==> src/logic/kdc_pkg.sv <==
// kdc_pkg: constants, register map and message codes of the keypad/display controller
// assumes a 20 MHz clock and an APB master with 32-bit data
package kdc_pkg;
  localparam int CLK_HZ = 20_000_000;
  localparam int VER_MS = 2000;
  localparam int ACK_MS = 1000;
  localparam int DEB_MS = 10;
  localparam int REP_MS = 50;
  localparam int VER_CYC = CLK_HZ / 1000 * VER_MS;
  localparam int ACK_CYC = CLK_HZ / 1000 * ACK_MS;
  localparam int DEB_CYC = CLK_HZ / 1000 * DEB_MS;
  localparam int REP_CYC = CLK_HZ / 1000 * REP_MS;
  localparam int TMR_W = 26;
  localparam int NPARAM = 16;
  localparam int IDX_W = 4;
  localparam int VAL_W = 16;
  localparam int MSG_W = 4;
  localparam int AW = 8;
  localparam logic [IDX_W-1:0] IDX_SPEED_SLOT = 4'h0;
  localparam logic [IDX_W-1:0] IDX_POS = 4'h1;
  localparam logic [IDX_W-1:0] IDX_CUR = 4'h2;
  localparam logic [IDX_W-1:0] IDX_BIT_LO = 4'ha;
  localparam logic [IDX_W-1:0] IDX_SBIT_LO = 4'hc;
  localparam logic [IDX_W-1:0] IDX_INS_LO = 4'he;
  localparam logic [VAL_W-1:0] POS_MASK = 16'h0fff;
  localparam logic [VAL_W-1:0] CUR_MAX = 16'h03e8;
  localparam logic [VAL_W-1:0] STEP = 16'h0001;
  localparam logic [VAL_W-1:0] FAST_STEP = 16'h000a;
  localparam logic [MSG_W-1:0] MSG_VERSION = 4'h0;
  localparam logic [MSG_W-1:0] MSG_IDLE = 4'h1;
  localparam logic [MSG_W-1:0] MSG_RUN = 4'h2;
  localparam logic [MSG_W-1:0] MSG_ALARM = 4'h3;
  localparam logic [MSG_W-1:0] MSG_BUS_LOW = 4'h4;
  localparam logic [MSG_W-1:0] MSG_DEC_LABEL = 4'h5;
  localparam logic [MSG_W-1:0] MSG_BIT_LABEL = 4'h6;
  localparam logic [MSG_W-1:0] MSG_SBIT_LABEL = 4'h7;
  localparam logic [MSG_W-1:0] MSG_INS_LABEL = 4'h8;
  localparam logic [MSG_W-1:0] MSG_VALUE = 4'h9;
  localparam logic [MSG_W-1:0] MSG_BIT_STATE = 4'ha;
  localparam logic [MSG_W-1:0] MSG_DONE = 4'hb;
  localparam logic [MSG_W-1:0] MSG_RESET = 4'hc;
  localparam logic [MSG_W-1:0] MSG_TEST = 4'hd;
  localparam logic [MSG_W-1:0] MSG_RETRY = 4'he;
  localparam logic [AW-1:0] OFF_CTRL = 8'h00;
  localparam logic [AW-1:0] OFF_CMD = 8'h04;
  localparam logic [AW-1:0] OFF_STATUS = 8'h08;
  localparam logic [AW-1:0] OFF_VALUE = 8'h0c;
  localparam logic [AW-1:0] OFF_IRQ_STAT = 8'h10;
  localparam logic [AW-1:0] OFF_IRQ_EN = 8'h14;
  localparam logic [AW-1:0] OFF_IRQ_CLR = 8'h18;
  localparam logic [AW-1:0] OFF_VERSION = 8'h1c;
  localparam int B_LOWV = 0;
  localparam int B_WIRE = 1;
  localparam int B_CLR = 0;
  localparam int B_PSTORE = 1;
  localparam int B_SSAVE = 2;
  localparam int B_OTHER = 3;
  localparam int NIRQ = 4;
  typedef enum logic [1:0] {V_SEL = 2'b01, V_VAL = 2'b10} kdc_view_t;
endpackage

==> src/logic/kdc_top.sv <==
// kdc_top: three-key keypad and display controller with APB registers
// assumes keys and drive flags synchronous to REF_CLK, keys high while pressed
`timescale 1ns/1ps
`default_nettype none
module kdc_debounce
#(
  parameter int CNT = kdc_pkg::DEB_CYC
)
(
  input  wire logic clk,
  input  wire logic rst_b,
  input  wire logic raw,
  output logic      level
);
  import kdc_pkg::*;
  logic [TMR_W-1:0] cnt;
  always_ff @(posedge clk or negedge rst_b)
  begin
    if (!rst_b)
    begin
      level <= 1'b0;
      cnt   <= '0;
    end
    else if (raw == level)
      cnt <= '0;
    else if (cnt == TMR_W'(CNT - 1))
    begin
      level <= raw;
      cnt   <= '0;
    end
    else
      cnt <= cnt + 1'b1;
  end
endmodule

module kdc_top
#(
  parameter int VER_N = kdc_pkg::VER_CYC,
  parameter int ACK_N = kdc_pkg::ACK_CYC,
  parameter int DEB_N = kdc_pkg::DEB_CYC,
  parameter int REP_N = kdc_pkg::REP_CYC,
  parameter logic [15:0] SW_VERSION = 16'h0012 // arbitrary value
)
(
  // clock and reset
  input  wire logic                      REF_CLK,
  input  wire logic                      RST_B,
  // apb slave
  input  wire logic                      PSEL,
  input  wire logic                      PENABLE,
  input  wire logic                      PWRITE,
  input  wire logic [kdc_pkg::AW-1:0]    PADDR,
  input  wire logic [31:0]               PWDATA,
  output logic      [31:0]               PRDATA,
  output logic                           PREADY,
  output logic                           PSLVERR,
  // keypad
  input  wire logic                      KEY_MODE,
  input  wire logic                      KEY_UP,
  input  wire logic                      KEY_DOWN,
  // drive flags
  input  wire logic                      ALARM,
  input  wire logic [7:0]                ALARM_CODE,
  input  wire logic                      DRIVE_EN,
  input  wire logic                      BUS_ABOVE_TH,
  input  wire logic                      STORE_ERR,
  output logic                           DRIVE_DISABLE,
  output logic                           BUS_READY,
  output logic                           ALARM_CLEAR,
  // display
  output logic      [kdc_pkg::MSG_W-1:0] DISP_MSG,
  output logic      [kdc_pkg::VAL_W-1:0] DISP_DATA,
  output logic                           IRQ
);
  import kdc_pkg::*;

  logic              mode_lvl, up_lvl, dn_lvl;
  logic              mode_q, up_q, dn_q;
  logic              mode_ev, up_ev, dn_ev, mode_tog;
  logic              fast, rep_tick, fast_go, edit_ok;
  logic [TMR_W-1:0]  rep_cnt, ver_cnt, ack_cnt;
  kdc_view_t         view;
  logic [IDX_W-1:0]  idx;
  logic [VAL_W-1:0]  params [NPARAM];
  logic [VAL_W-1:0]  cur_val;
  logic              alarm_q, alarm_rise, alarm_lat;
  logic [7:0]        alarm_code;
  logic              ack_rst, retry, err_q;
  logic [1:0]        ctrl;
  logic              apb_wr, apb_acc, cmd_wr, clr_cmd, any_cmd;
  logic [NIRQ-1:0]   irq_stat, irq_en, irq_ev;
  logic              slot0;
  logic [MSG_W-1:0]  next_msg;
  logic [VAL_W-1:0]  next_data;
  logic [31:0]       next_rdata;
  logic              next_err;

  // one debouncer per key
  kdc_debounce #(.CNT(DEB_N)) u_deb_mode (.clk(REF_CLK), .rst_b(RST_B), .raw(KEY_MODE), .level(mode_lvl));
  kdc_debounce #(.CNT(DEB_N)) u_deb_up (.clk(REF_CLK), .rst_b(RST_B), .raw(KEY_UP), .level(up_lvl));
  kdc_debounce #(.CNT(DEB_N)) u_deb_dn (.clk(REF_CLK), .rst_b(RST_B), .raw(KEY_DOWN), .level(dn_lvl));

  always_ff @(posedge REF_CLK or negedge RST_B)
  begin
    if (!RST_B)
    begin
      mode_q <= 1'b0;
      up_q   <= 1'b0;
      dn_q   <= 1'b0;
    end
    else
    begin
      mode_q <= mode_lvl;
      up_q   <= up_lvl;
      dn_q   <= dn_lvl;
    end
  end

  assign mode_ev = mode_lvl & ~mode_q;
  assign up_ev = up_lvl & ~up_q;
  assign dn_ev = dn_lvl & ~dn_q;
  assign mode_tog = mode_ev & ~up_lvl & ~dn_lvl;

  // fast stepping armed by mode while an adjust key is held
  always_ff @(posedge REF_CLK or negedge RST_B)
  begin
    if (!RST_B)
      fast <= 1'b0;
    else if (!up_lvl && !dn_lvl)
      fast <= 1'b0;
    else if (mode_ev)
      fast <= 1'b1;
  end

  always_ff @(posedge REF_CLK or negedge RST_B)
  begin
    if (!RST_B)
    begin
      rep_cnt  <= '0;
      rep_tick <= 1'b0;
    end
    else if (rep_cnt == TMR_W'(REP_N - 1))
    begin
      rep_cnt  <= '0;
      rep_tick <= 1'b1;
    end
    else
    begin
      rep_cnt  <= rep_cnt + 1'b1;
      rep_tick <= 1'b0;
    end
  end

  always_ff @(posedge REF_CLK or negedge RST_B)
  begin
    if (!RST_B)
      view <= V_SEL;
    else if (alarm_rise)
      view <= V_SEL;
    else if (mode_tog)
    begin
      case (view)
        V_SEL: view <= V_VAL;
        V_VAL: view <= V_SEL;
        default: view <= V_SEL;
      endcase
    end
  end

  always_ff @(posedge REF_CLK or negedge RST_B)
  begin
    if (!RST_B)
      idx <= IDX_SPEED_SLOT;
    else if (alarm_rise)
      idx <= IDX_SPEED_SLOT;
    else if (view == V_SEL && up_ev && !dn_lvl)
      idx <= idx + 1'b1;
    else if (view == V_SEL && dn_ev && !up_lvl)
      idx <= idx - 1'b1;
  end

  function automatic logic [VAL_W-1:0] f_step(input logic [IDX_W-1:0] i, input logic [VAL_W-1:0] v,
                                              input logic [VAL_W-1:0] d, input logic up);
    logic [VAL_W-1:0] r;
    r = up ? v + d : v - d;
    if (i == IDX_POS)
      r = r & POS_MASK;
    else if (i == IDX_CUR && r > CUR_MAX)
      r = up ? CUR_MAX : '0;
    return r;
  endfunction

  assign cur_val = params[idx];
  assign edit_ok = (view == V_VAL) && (idx != IDX_SPEED_SLOT);
  assign fast_go = edit_ok & fast & rep_tick & (up_lvl ^ dn_lvl);

  always_ff @(posedge REF_CLK or negedge RST_B)
  begin
    if (!RST_B)
    begin
      for (int i = 0; i < NPARAM; i++)
        params[i] <= '0;
    end
    else if (apb_wr && PADDR == OFF_VALUE)
      params[idx] <= PWDATA[VAL_W-1:0];
    else if (edit_ok && !fast && up_ev && !dn_lvl)
      params[idx] <= f_step(idx, cur_val, STEP, 1'b1);
    else if (edit_ok && !fast && dn_ev && !up_lvl)
      params[idx] <= f_step(idx, cur_val, STEP, 1'b0);
    else if (fast_go)
      params[idx] <= f_step(idx, cur_val, FAST_STEP, up_lvl);
  end

  // drive flags and commands
  assign alarm_rise = ALARM & ~alarm_q;
  assign apb_wr = PSEL & PENABLE & PREADY & PWRITE;
  assign cmd_wr = apb_wr && PADDR == OFF_CMD;
  assign clr_cmd = cmd_wr & PWDATA[B_CLR];
  assign any_cmd = cmd_wr & (PWDATA[B_PSTORE] | PWDATA[B_SSAVE] | PWDATA[B_OTHER]);

  always_ff @(posedge REF_CLK or negedge RST_B)
  begin
    if (!RST_B)
    begin
      alarm_q    <= 1'b0;
      alarm_lat  <= 1'b0;
      alarm_code <= 8'h00;
    end
    else
    begin
      alarm_q <= ALARM;
      if (ALARM)
        alarm_lat <= 1'b1;
      else if (clr_cmd)
        alarm_lat <= 1'b0;
      if (alarm_rise)
        alarm_code <= ALARM_CODE;
    end
  end

  always_ff @(posedge REF_CLK or negedge RST_B)
  begin
    if (!RST_B)
    begin
      ver_cnt <= TMR_W'(VER_N);
      ack_cnt <= '0;
      ack_rst <= 1'b0;
    end
    else
    begin
      if (ver_cnt != '0)
        ver_cnt <= ver_cnt - 1'b1;
      if (clr_cmd)
      begin
        ack_cnt <= TMR_W'(ACK_N);
        ack_rst <= 1'b1;
      end
      else if (any_cmd)
      begin
        ack_cnt <= TMR_W'(ACK_N);
        ack_rst <= 1'b0;
      end
      else if (ack_cnt != '0)
        ack_cnt <= ack_cnt - 1'b1;
    end
  end

  always_ff @(posedge REF_CLK or negedge RST_B)
  begin
    if (!RST_B)
    begin
      retry <= 1'b0;
      err_q <= 1'b0;
    end
    else
    begin
      err_q <= STORE_ERR;
      if (STORE_ERR)
        retry <= 1'b1;
      else if (cmd_wr)
        retry <= 1'b0;
    end
  end

  always_ff @(posedge REF_CLK or negedge RST_B)
  begin
    if (!RST_B)
    begin
      BUS_READY   <= 1'b0;
      ALARM_CLEAR <= 1'b0;
    end
    else
    begin
      BUS_READY   <= ctrl[B_LOWV] | BUS_ABOVE_TH;
      ALARM_CLEAR <= clr_cmd;
    end
  end

  assign DRIVE_DISABLE = alarm_lat;

  // display selection in priority order
  assign slot0 = (view == V_SEL) && (idx == IDX_SPEED_SLOT);

  always_comb
  begin
    next_msg  = MSG_VALUE;
    next_data = cur_val;
    if (ver_cnt != '0)
    begin
      next_msg  = MSG_VERSION;
      next_data = SW_VERSION;
    end
    else if (alarm_lat && slot0)
    begin
      next_msg  = MSG_ALARM;
      next_data = {8'h00, alarm_code};
    end
    else if (ctrl[B_WIRE])
      next_msg = MSG_TEST;
    else if (retry)
      next_msg = MSG_RETRY;
    else if (ack_cnt != '0)
      next_msg = ack_rst ? MSG_RESET : MSG_DONE;
    else if (slot0)
    begin
      next_data = '0;
      if (!ctrl[B_LOWV] && !BUS_ABOVE_TH)
        next_msg = MSG_BUS_LOW;
      else
        next_msg = DRIVE_EN ? MSG_RUN : MSG_IDLE;
    end
    else if (view == V_SEL)
    begin
      next_data = {{(VAL_W-IDX_W){1'b0}}, idx};
      if (idx < IDX_BIT_LO)
        next_msg = MSG_DEC_LABEL;
      else if (idx < IDX_SBIT_LO)
        next_msg = MSG_BIT_LABEL;
      else if (idx < IDX_INS_LO)
        next_msg = MSG_SBIT_LABEL;
      else
        next_msg = MSG_INS_LABEL;
    end
    else if (idx >= IDX_SBIT_LO && idx < IDX_INS_LO)
    begin
      next_msg  = MSG_BIT_STATE;
      next_data = {{(VAL_W-1){1'b0}}, cur_val[0]};
    end
  end

  always_ff @(posedge REF_CLK or negedge RST_B)
  begin
    if (!RST_B)
    begin
      DISP_MSG  <= MSG_VERSION;
      DISP_DATA <= '0;
    end
    else
    begin
      DISP_MSG  <= next_msg;
      DISP_DATA <= next_data;
    end
  end

  // interrupts: alarm, key press, store error, version end
  assign irq_ev = {ver_cnt == TMR_W'(1), STORE_ERR & ~err_q, mode_ev | up_ev | dn_ev, alarm_rise};

  always_ff @(posedge REF_CLK or negedge RST_B)
  begin
    if (!RST_B)
    begin
      irq_stat <= '0;
      irq_en   <= '0;
      IRQ      <= 1'b0;
    end
    else
    begin
      if (apb_wr && PADDR == OFF_IRQ_CLR)
        irq_stat <= (irq_stat & ~PWDATA[NIRQ-1:0]) | irq_ev;
      else
        irq_stat <= irq_stat | irq_ev;
      if (apb_wr && PADDR == OFF_IRQ_EN)
        irq_en <= PWDATA[NIRQ-1:0];
      IRQ <= |(irq_stat & irq_en);
    end
  end

  // apb: one wait state, read data latched on first access edge, write data taken on the pready edge
  assign apb_acc = PSEL & PENABLE & ~PREADY;

  always_ff @(posedge REF_CLK or negedge RST_B)
  begin
    if (!RST_B)
      ctrl <= '0;
    else if (apb_wr && PADDR == OFF_CTRL)
      ctrl <= PWDATA[1:0];
  end

  always_comb
  begin
    next_rdata = '0;
    next_err   = 1'b0;
    if (PADDR == OFF_CTRL)
      next_rdata = {30'h0, ctrl};
    else if (PADDR == OFF_CMD)
      next_rdata = '0;
    else if (PADDR == OFF_STATUS)
      next_rdata = {20'h0, DISP_MSG, idx, fast, BUS_READY, alarm_lat, view == V_VAL};
    else if (PADDR == OFF_VALUE)
      next_rdata = {16'h0, cur_val};
    else if (PADDR == OFF_IRQ_STAT)
      next_rdata = {28'h0, irq_stat};
    else if (PADDR == OFF_IRQ_EN)
      next_rdata = {28'h0, irq_en};
    else if (PADDR == OFF_IRQ_CLR)
      next_rdata = '0;
    else if (PADDR == OFF_VERSION)
      next_rdata = {16'h0, SW_VERSION};
    else
      next_err = 1'b1;
  end

  always_ff @(posedge REF_CLK or negedge RST_B)
  begin
    if (!RST_B)
    begin
      PREADY  <= 1'b0;
      PRDATA  <= '0;
      PSLVERR <= 1'b0;
    end
    else
    begin
      PREADY  <= apb_acc;
      PRDATA  <= apb_acc && !PWRITE ? next_rdata : 32'h0;
      PSLVERR <= apb_acc & next_err;
    end
  end
endmodule
`default_nettype wire

==> config.mk <==
export PLATFORM = sky130hd
export DESIGN_NAME = kdc_top
export DESIGN_NICKNAME = d
export VERILOG_FILES = /design/src/logic/kdc_pkg.sv /design/src/logic/kdc_top.sv
export SDC_FILE = /design/constraint.sdc
export NUM_CORES = 1
export LEC_CHECK = 0
export ABC_AREA = 1
export BUFFER_PORTS_ARGS = -buffer_cell sky130_fd_sc_hd__buf_4
export CAP_MARGIN = 15
export CORE_MARGIN = 5
export CORE_UTILIZATION = 40
export DETAILED_ROUTE_END_ITERATION = 8
export SLEW_MARGIN = 20
export SYNTH_ARGS = -nofsm -noshare
export SYNTH_HDL_FRONTEND = slang
export SYNTH_SLANG_ARGS = --single-unit
==> constraint.sdc <==
create_clock -name REF_CLK -period 4.3 [get_ports REF_CLK]
set_input_delay 0.86 -clock REF_CLK [delete_from_list [all_inputs] [get_ports REF_CLK]]
set_output_delay 0.86 -clock REF_CLK [all_outputs]
set_load 0.02 [all_outputs]
## Yosys cells after proc, flatten, opt, wreduce, memory -nomap -nowiden

Cells that the tools add are included.

- Flip-flop bits (word level): 506
- Input bits: 60
- Output and inout port bits: 58
- Logic and storage cells: 272

- $add $sub $neg: 12
- Order comparisons: 9
- Eq/ne operators: 19
- Muxes and demuxes: 95
- Bitwise operators: 40
- Reduce and logical (&&, ||, !) cells: 48

Operators by type and width:

| kind | number |
|---|---|
| $bwmux W256 | 4 |
| $mux W256 | 4 |
| $mux W16 | 31 |
| $mux W26 | 10 |
| $add A26 B1 Y26 const B | 4 |
| $eq A26 B18 Y1 const B | 3 |
| $bmux W16 S4 | 1 |
| $demux W16 S4 | 1 |
| $mux W4 | 14 |
| $reduce_bool A26 Y1 | 2 |
| $sub A26 B1 Y26 const B | 2 |
| $gt A16 B10 Y1 const B | 3 |
| $eq A8 B5 Y1 const B | 4 |
| $mux W32 | 1 |
| $eq A26 B1 Y1 const B | 1 |
| $eq A26 B20 Y1 const B | 1 |
| $logic_and A1 B1 Y1 | 25 |
| $mux W5 | 4 |
| $and A1 B1 Y1 | 17 |
| $mux W1 | 17 |
| $add A16 B1 Y16 const B | 1 |
| $add A16 B4 Y16 const B | 1 |
| $eq A8 B4 Y1 const B | 2 |
| $sub A16 B1 Y16 const B | 1 |
| 31 further kinds | 69 |

## Longest topological paths before layout

Gate-level depths: netlist of run 1.

- Depth after elaboration: 19
- Depth in mapped cells: 34

## Modules after synthesis

A second synthesis of run 1 with hierarchy kept.

- Cells, all modules: 4370
- Area, all modules: 30038.8 um^2

Modules (own cells, without submodules):

| module | instances | cells an instance | area an instance (um^2) | sequential area each (um^2) |
|---|---|---|---|---|
| kdc_top | 1 | 3665 | 25136.6 | 10246.1 |
| kdc_debounce | 3 | 235 | 1634.1 | 675.6 |

## Worst setup path after synthesis of run 1

OpenSTA, ideal clock, no wires.

- Path type: register -> register
- From: register idx[0]
- To: register params[107] in the netlist's numbering
- Arrival time: 3.796 ns
- Required time: 4.223 ns
- Path slack: 0.426 ns
- Stages on the path, launching flop included: 29
- Path through: dfrtp_1 buf_6 inv_4 buf_2 nand2_1 o211ai_1 nand2_1 nand2_1 nand2_1 nand2_1 buf_4 inv_1 ha_1 nand2_1 o21ai_0 a21oi_1 o21ai_0 a21oi_1 xor2_1 nand2_1 nor2_1 nand3_1 nand4_1 buf_4 nand3_1 nand2_1 buf_2 nand2_1 a21oi_1

- Cells in the longest elaborated chain, start to end: 19

RTL lines:

| what | line | text |
|---|---|---|
| start, declared | kdc_top.sv:83 | `logic [IDX_W-1:0] idx;` |
| start signal, assigned | kdc_top.sv:177 | `idx <= idx + 1'b1;` |
| start signal, assigned | kdc_top.sv:179 | `idx <= idx - 1'b1;` |
| $not A4 Y5 (not written as such) | -- |  |
| $bmux W16 S4 | kdc_top.sv:193 | `assign cur_val = params[idx];` |
| $mux W16 (not written as such) (2 in a row) | kdc_top.sv:193 |  |
| $sub A16 B4 Y16 / $add A16 B4 Y16 (equally long branches) | kdc_top.sv:185 | `r = up ? v + d : v - d;` |
| $mux W16 | kdc_top.sv:185 |  |
| $gt A16 B10 Y1 | kdc_top.sv:188 | `else if (i == IDX_CUR && r > CUR_MAX)` |
| $logic_and A1 B1 Y1 | kdc_top.sv:188 |  |
| $mux W16 | kdc_top.sv:188 |  |
| [2 not listed] | -- |  |
| $mux W16 | kdc_top.sv:208 | `else if (edit_ok && !fast && dn_ev && !up_lvl)` |
| $mux W16 | kdc_top.sv:206 | `else if (edit_ok && !fast && up_ev && !dn_lvl)` |
| $mux W16 | kdc_top.sv:204 | `else if (apb_wr && PADDR == OFF_VALUE)` |
| $bwmux W256 | kdc_top.sv:211 | `params[idx] <= f_step(idx, cur_val, FAST_STEP, up_lvl);` |
| $mux W256 | kdc_top.sv:210 | `else if (fast_go)` |
| $mux W256 | kdc_top.sv:208 |  |
| $mux W256 | kdc_top.sv:206 |  |
| $mux W256 | kdc_top.sv:204 |  |
| end signal, assigned by index | kdc_top.sv:205 | `params[idx] <= PWDATA[VAL_W-1:0];` |
| end signal, assigned by index | kdc_top.sv:207 | `params[idx] <= f_step(idx, cur_val, STEP, 1'b1);` |
| end signal, assigned by index | kdc_top.sv:209 | `params[idx] <= f_step(idx, cur_val, STEP, 1'b0);` |
| end, declared | kdc_top.sv:84 | `logic [VAL_W-1:0] params [NPARAM];` |

Several ways; a longest one is shown, not always the timed one. The select of a mux whose other input is x is not followed.
A chain may end at the register's enable or synchronous reset.

## Worst setup path in the final report of run 1

- From: register idx[0]
- To: register params[209] in the netlist's numbering

The elaborated chain is that of the path after synthesis.

==> results.md, run 1 <==
- Latest clock arrival within the worst-skew pair: 0.63 ns
- Critical Path Source: idx[0]
- Largest net degree at the start of global routing: 99
- Total number of clock tree sinks: 490
- Overall track demand over capacity in global routing: 23.3%
- Ys flop type: sky130_fd_sc_hd__dfrtp_1
- Buffer cell driving the clock tree root: sky130_fd_sc_hd__clkbuf_16
- Nets: 4385
- Commonest non-fill, non-tap cell in the layout: sky130_fd_sc_hd__nor2_1
- Highest metal layer with signal wires: met4
- R2R depth: 29
- P_int: 13.0 mW
- Run status: finished with violations
- Worst-margin pin slew: 0.913 ns
- Detailed-placement wirelength estimate: 66800 um
- RSZ-0062 raised after global routing: yes
- Portion of total power attributed to sequential cells: about a quarter
- Height of the die: 278 um
- Met2 WL post-DR: approximately 43000 um
- Max Buffers Root-to-Sink: 3
- Via count of the first global-routing pass: roughly 26000
- Seq cells post-synth: 490
- Setup WS post-layout: -0.000498 ns
- Number of antenna violations at the first check in global routing: 0
- Post-Syn Instances: slightly above 4000
- Crit path capture type: flop
- Site Rows: between 90 and 100
- Floorplan die width: 278 um
- WS Path Type: reg2reg
- Data arrival time of the critical path: roughly 4.8 ns
- Slowest CP cell: sky130_fd_sc_hd__dfrtp_4
- Number of top-level pins: 118
- Wire length per cell: ~18 um
- Maximum net fanout on the critical path: 7
- Fraction of registers with async set or reset after synthesis: 100%
- Post-layout power: between 20 and 25 mW
- Final worst path period need: 4.30 ns
- Die area: 0.0773 sq mm
- Startpoint kind of the worst setup timing path: flop
- Clock power frac: ~20%
- Number of levels the H-tree was split into: 2
- Remaining antenna violation count after routing: 0
- Count of unresolved DRC violations after routing: 0
- Core region area: 0.0714 sq mm
- Via total after detailed routing: 27800
- Capture point of the worst reg-to-reg path: params[209]
- Total inserted antenna cells: 0
- Buffers & Inverters on Critical Path: 9
- DRT Wirelength: 94500 um
- Setup-violating endpoint count in the final report: 1
- Routed met3 length: between 6000 and 7000 um
- Comb power frac: 56.3%
- Sequential element share of the synthesized area: a little over two fifths
- Highest clock rate: 233 MHz
- Family with the most delay on the worst path: simple AND/OR/NAND/NOR gates
- Worst R2R Setup Slack: -0.0005 ns
- Peak supply drop: 0.557 mV
- Failing checks: negative setup slack
- Commonest cells after routing, fill and taps aside: sky130_fd_sc_hd__nor2_1 (1053), sky130_fd_sc_hd__nand2_1 (660), sky130_fd_sc_hd__dfrtp_1 (480), sky130_fd_sc_hd__inv_1 (363), sky130_fd_sc_hd__a21oi_1 (330)
- Final Hold Viols: 0
- Number of enable flip-flop cells after synthesis: 0
- Total power per unit cell area: 674 mW/mm^2
- Total of warnings raised by yosys: 0
- Required time reported for the critical path endpoint: 4.83 ns
- CTS tree: yes
- Leakage dissipation: 16.9 nW
- Max Cap Viol: 0
- Mean number of vias per cell: 5.26
- Average footprint of a synthesized cell: 7.04 sq um
- Global-route wire length before repair: 147000 um
- Path category of the worst min-delay check: in2async
- Ratio of cells with drive above 1 in the final layout: between 10% and 20%
- Switching pwr: 10.5 mW
- Post-Synthesis Cell Area: 0.0288 sq mm
- Post-route fraction of the period consumed by the critical path: 100%
- Highest cell delay on the worst timing path: roughly 0.55 ns
- Most numerous cell on the critical path: sky130_fd_sc_hd__nand2_1
- Max Transition Viols Final: 0
- Effective utilization at floorplan: 40.3%
- Clock transition at path regs: approximately 0.06 ns
- Drt initial violations: 2423
- Yosys cell types: 65
- Hold Buf Count CTS: 0
- Setup Skew: 0.0290 ns
- Layout overhead on the synthesized area: 21.4%
- Fraction of power spent switching nets: between 40% and 50%
- CTS Buf Count: 56
- GRT Residual Overflow: 0
- Startpoint of the worst register-to-register path: idx[0]
- Number of detailed-routing iterations run before antenna repair: 6
- RePlAce Congestion: 0.950
- Buffers added on ports: 85
- Final design utilization: 48.9%
- Met1 layer wirelength in the final routing: 41200 um
- Max-slew headroom at the worst pin: between 30% and 40%
-- state kept, by name, indices dropped and copies added (netlist names), 4 cells and up --
name	count
alarm_code	8
irq_en	4
DISP_MSG	4
u_deb_dn.cnt	26
ver_cnt	26
DISP_DATA	16
params	256
u_deb_mode.cnt	26
u_deb_up.cnt	26
rep_cnt	26
ack_cnt	26
irq_stat	4
idx	4
PRDATA	16
-- cells in the mapped netlist (5+ instances only) --
cell type,instances,area (sq um)
sky130_fd_sc_hd__nor4_1,21,131
sky130_fd_sc_hd__nand3_1,185,926
sky130_fd_sc_hd__o211ai_1,19,143
sky130_fd_sc_hd__buf_4,38,285
sky130_fd_sc_hd__nand3b_1,6,45.0
sky130_fd_sc_hd__nand2_1,710,2670
sky130_fd_sc_hd__xnor2_1,18,158
sky130_fd_sc_hd__or2_2,8,50.1
sky130_fd_sc_hd__xor2_1,41,359
sky130_fd_sc_hd__a31oi_1,29,181
sky130_fd_sc_hd__o21ai_0,114,571
sky130_fd_sc_hd__dfstp_2,9,236
sky130_fd_sc_hd__nand3_2,5,50.1
sky130_fd_sc_hd__a21oi_1,415,2080
sky130_fd_sc_hd__nor2_4,6,67.6
sky130_fd_sc_hd__nor3_1,102,510
sky130_fd_sc_hd__clkbuf_1,97,364
sky130_fd_sc_hd__buf_2,33,165
sky130_fd_sc_hd__a221oi_1,6,52.6
sky130_fd_sc_hd__a211oi_1,10,75.1
sky130_fd_sc_hd__inv_2,10,37.5
sky130_fd_sc_hd__clkinv_1,9,33.8
sky130_fd_sc_hd__nor2_1,1064,3990
sky130_fd_sc_hd__ha_1,33,413
sky130_fd_sc_hd__buf_6,21,236
sky130_fd_sc_hd__nor3b_1,21,158
sky130_fd_sc_hd__nor2_2,22,138
sky130_fd_sc_hd__dfrtp_1,481,12000
sky130_fd_sc_hd__o21ai_1,59,295
sky130_fd_sc_hd__nand4_1,37,231
sky130_fd_sc_hd__o22ai_1,5,31.3
sky130_fd_sc_hd__inv_1,372,1400
sky130_fd_sc_hd__nand2_2,24,150
sky130_fd_sc_hd__o31ai_1,6,45.0
-- what timing repair did --
| action | CTS | global route |
|---|---|---|
| buffers inserted | 9 | 11 |
| gates cloned | 5 | 6 |
| gates resized for setup | 54 | 207 |
| setup endpoints to repair | 154 | 192 |
| pin swaps | 15 | 58 |
-- cells by family (layout without fill, tap and decap cells) --
group / Yosys count / in the layout / share of synthesized area, %
buffers and inverters: 586 / 821 / 8.89
AND/OR/NAND/NOR: 2218 / 2221 / 32.0
other: 1 / 16 / 0.0130
AO/OA/AOI/OAI: 693 / 693 / 13.0
flip-flops: 490 / 490 / 42.7
XOR/XNOR: 59 / 59 / 1.80
adder cells (fa/ha/maj): 34 / 34 / 1.51
multiplexers: 3 / 3 / 0.117
-- area by class of cell --
cell class	count	area (sq um)
Sequential cell	490	12300
Clock buffer	77	1540
Fill cell	7185	36500
Clock inverter	27	260
Tap cell	950	1190
Timing Repair Buffer	325	3200
Multi-Input combinational cell	3026	15000
Inverter	392	1480
-- power groups by stage --
stage | registers (mW) | logic, mW | clock network (mW)
after floorplan | 5.58 | 6.40 | 0
after global placement | 5.57 | 11.3 | 0
after detailed placement | 5.58 | 11.4 | 0
after CTS | 5.52 | 12.1 | 4.86
after global routing | 5.59 | 14.2 | 5.03
final | 5.53 | 13.2 | 4.75
-- worst reg2reg max path: cells and delay by family, from the launching register on --
family | cells | cell delay (ns)
and+or+nand+nor | 13 | 1.38
buffers and inverters | 9 | 1.13
AOI/OAI and AO/OA | 6 | 0.83
DFF | 1 | 0.55
adders and majority gates | 1 | 0.34
-- routing by layer --
layer,vias up,track usage (%)
met5,-,0
met4,0,8.61
met3,200,3.38
met2,931,37.3
met1,13200,32.3
li1,13500,-
-- through the flow --
stage               setup WS (ns)  hold slack [ns]    TNS, ns  instance area (sq um)  instances
floorplan                   0.426            0.400          0                  28800       4099
global placement           -0.184            0.410     -14.18                  31700       5153
detailed placement         -0.201            0.423     -16.67                  31700       5153
CTS                       0.00252            0.284          0                  33900       5271
global route               -0.216            0.328     -26.01                  34900       5287
finish                  -0.000498            0.254  -0.000498                  34900       5287
-- worst max path at each step --
stage,end,cells past startpoint,slack (ns)
3_3_place_gp,params[118],26,-0.18
2_1_floorplan,params[107],28,0.43
3_5_place_dp,params[70],28,-0.20
5_1_grt,params[104],31,-0.22
4_1_cts,params[131],34,0.003
6_report,params[209],29,-0.0005
(Power assumes the default switching activity.)
==> inputs of run 2 (changes only) <==
CTS_BUF_LIST = sky130_fd_sc_hd__clkbuf_4 sky130_fd_sc_hd__clkbuf_8   (was unset)
clock period = 5.1 ns   (was 4.3 ns; I/O delays follow)
==> run 2 against run 1 <==
  * The run now ends clean
  * Sequential power fell by 16%
  * Clock skew rose by 0.0045 ns
  * Via count fell by 1.5%
  * Register-to-register slack improved by 0.39 ns
  * Sequential cell count did not move
  * Fmax fell by 8.7%
  * Final cell count fell by 1.7%
  * Routed wire length fell by 2.0%
  * Critical endpoint is now params[218]
==> results.md, run 2 (same netlist as run 1, synthesis figures left out) <==
- Setup-violating endpoint count in the final report: 0
- Latest clock arrival within the worst-skew pair: 0.72 ns
- Combined flip-flop and latch cell area: ~0.012 sq mm
- Max Transition Viols Final: 0
- Wire length per cell: 17.8 um
- Max Buffers Root-to-Sink: 3
- GRT Residual Overflow: 0
- Final design utilization: 45.4%
- Buffers added on ports: 85
- Final worst path period need: 4.71 ns
- Post-route fraction of the period consumed by the critical path: 92.4%
- Final non-filler cell total: 5197
- Peak supply drop: 0.318 mV
- Filler cell count in the final layout: 7424
- Number of top-level pins: 118
- Height of the die: between 200 and 300 um
- Floorplan die width: 278 um
- Remaining antenna violation count after routing: 0
- Setup Skew: 0.0335 ns
- Max-slew headroom at the worst pin: 28.6%
- Cell count after placement: slightly above 5000
- CTS tree: yes
- Nets: 4275
- Buffer cell driving the clock tree root: sky130_fd_sc_hd__clkbuf_8
- Final Hold Viols: 0
- Via count of the first global-routing pass: about 26000
- Max Cap Viol: 0
- Layout overhead on the synthesized area: 12.6%
- DRT Wirelength: 92600 um
- Data arrival time of the critical path: 5.32 ns
- Switching pwr: 8.05 mW
- Overall track demand over capacity in global routing: 23.2%
- Run status: finished clean
- Worst-margin pin slew: 1.07 ns
- Register with the highest flop count: params
- WS Path Type: reg2reg
- Total number of clock tree sinks: 490
- Startpoint kind of the worst setup timing path: flop
- CTS Buf Count: 88
- Startpoint of the worst register-to-register path: idx[1]
- Highest clock rate: around 210 MHz
- Mean number of vias per cell: around 5.3
- Portion of total power attributed to sequential cells: 27.5%
- Worst hold slack after final layout: 0.264 ns
- Commonest non-fill, non-tap cell in the layout: sky130_fd_sc_hd__nor2_1
- Path category of the worst min-delay check: in2async
- Total power per unit cell area: 524 mW/mm^2
- Capture point of the worst reg-to-reg path: params[218]
- Required time reported for the critical path endpoint: 5.71 ns
- RePlAce Congestion: 0.929
- Via total after detailed routing: 27400
- Crit path capture type: flop
- Die area: 0.0773 sq mm
- End of the critical path: params[218]
- Post-layout power: roughly 17 mW
- Global-route wire length before repair: 146000 um
- Number of antenna violations at the first check in global routing: 1
- Worst R2R Setup Slack: 0.39 ns
- Clock transition at path regs: 0.07 ns
- Site Rows: 98
- Maximum net fanout on the critical path: 14
- Largest net degree at the start of global routing: 100
- R2R depth: 24
- P_int: 8.91 mW
- Leakage dissipation: 15.9 nW
- Largest register FFs: 256
- Number of levels the H-tree was split into: 3
- Effective utilization at floorplan: 40.3%
- Combined area of the multi-input logic cells: 0.0141 sq mm
- Number of detailed-routing iterations run before antenna repair: 6
- Hold Buf Count CTS: 0
- Drt initial violations: 2455
- Ratio of cells with drive above 1 in the final layout: around a tenth
- Count of unresolved DRC violations after routing: 0
- Fraction of power spent switching nets: a little under half
- Comb power frac: 49.3%
- Accumulated negative setup slack: 0 ns
- Detailed-placement wirelength estimate: 64700 um
- RSZ-0062 raised after global routing: no
- Clock power frac: a little under a quarter
- Critical Path Source: idx[1]
- Commonest cells after routing, fill and taps aside: sky130_fd_sc_hd__nor2_1 (1062), sky130_fd_sc_hd__nand2_1 (709), sky130_fd_sc_hd__dfrtp_1 (478), sky130_fd_sc_hd__a21oi_1 (414), sky130_fd_sc_hd__inv_1 (372)
- Core region area: 0.0714 sq mm
## run 2: worst min path at each step
stage / to / slack (ns) / cells after the start
floorplan: irq_stat[2] / 0.40 / 1
global placement: irq_stat[2] / 0.41 / 1
detailed placement: irq_stat[2] / 0.41 / 1
CTS: ack_cnt[17] / 0.28 / 1
global route: ack_cnt[17] / 0.29 / 1
finish: ack_cnt[13] / 0.26 / 1
## run 2: critical path: stages (launching register included)
cell                      delay [ns]
sky130_fd_sc_hd__dfrtp_2        0.48
sky130_fd_sc_hd__buf_4          0.20
sky130_fd_sc_hd__nor2_4         0.29
sky130_fd_sc_hd__buf_4          0.24
sky130_fd_sc_hd__nand3_1        0.10
sky130_fd_sc_hd__nand2_1        0.09
sky130_fd_sc_hd__nand2_1        0.06
sky130_fd_sc_hd__nand2_1        0.21
sky130_fd_sc_hd__nor2_4         0.06
sky130_fd_sc_hd__fa_1           0.44
sky130_fd_sc_hd__o21ai_0        0.22
sky130_fd_sc_hd__buf_4          0.17
sky130_fd_sc_hd__a21oi_2        0.07
sky130_fd_sc_hd__o21ai_0        0.27
sky130_fd_sc_hd__a21oi_1        0.13
sky130_fd_sc_hd__xor2_1         0.24
sky130_fd_sc_hd__nand2_1        0.07
sky130_fd_sc_hd__nor2_1         0.14
sky130_fd_sc_hd__nand3_2        0.13
sky130_fd_sc_hd__nand4_1        0.10
sky130_fd_sc_hd__buf_4          0.22
sky130_fd_sc_hd__nand3_1        0.11
sky130_fd_sc_hd__nand2_2        0.31
sky130_fd_sc_hd__nand3_1        0.12
sky130_fd_sc_hd__a21oi_1        0.16
## run 2: per-layer routing
layer | up-vias | GRT usage (%) | share of wire, %
met5 | - | 0 | 0
met4 | 0 | 7.56 | 2.9
met3 | 205 | 3.92 | 6.5
met2 | 973 | 37.3 | 46
met1 | 12900 | 32.3 | 45
li1 | 13300 | - | -
## run 2: power groups by stage
stage          combinational [mW]  clock [mW]  sequential (mW)
2_1_floorplan                5.39           0             4.70
3_3_place_gp                 8.03           0             4.71
3_5_place_dp                 8.04           0             4.71
4_1_cts                      8.08        4.03             4.65
5_1_grt                      9.09        4.21             4.71
6_report                     8.36        3.95             4.66
## run 2: cell type report
class | count | share of cell area (%)
Timing Repair Buffer | 185 | 4.67
Clock buffer | 136 | 5.22
Antenna cell | 1 | 0.00773
Multi-Input combinational cell | 3024 | 43.4
Tap cell | 950 | 3.67
Sequential cell | 490 | 37.9
Clock inverter | 19 | 0.499
Inverter | 392 | 4.56
## run 2: repair_timing
item | CTS | global route
buffers inserted | 0 | 1
endpoints found under the setup margin | 0 | 169
gates resized for setup | 0 | 16
## run 2: per-stage QoR
stage	cell area [sq um]	setup slack (ns)
2_1_floorplan	28800	1.23
3_3_place_gp	30400	0.230
3_5_place_dp	30400	0.152
4_1_cts	32300	0.161
5_1_grt	32400	0.00341
6_report	32400	0.387
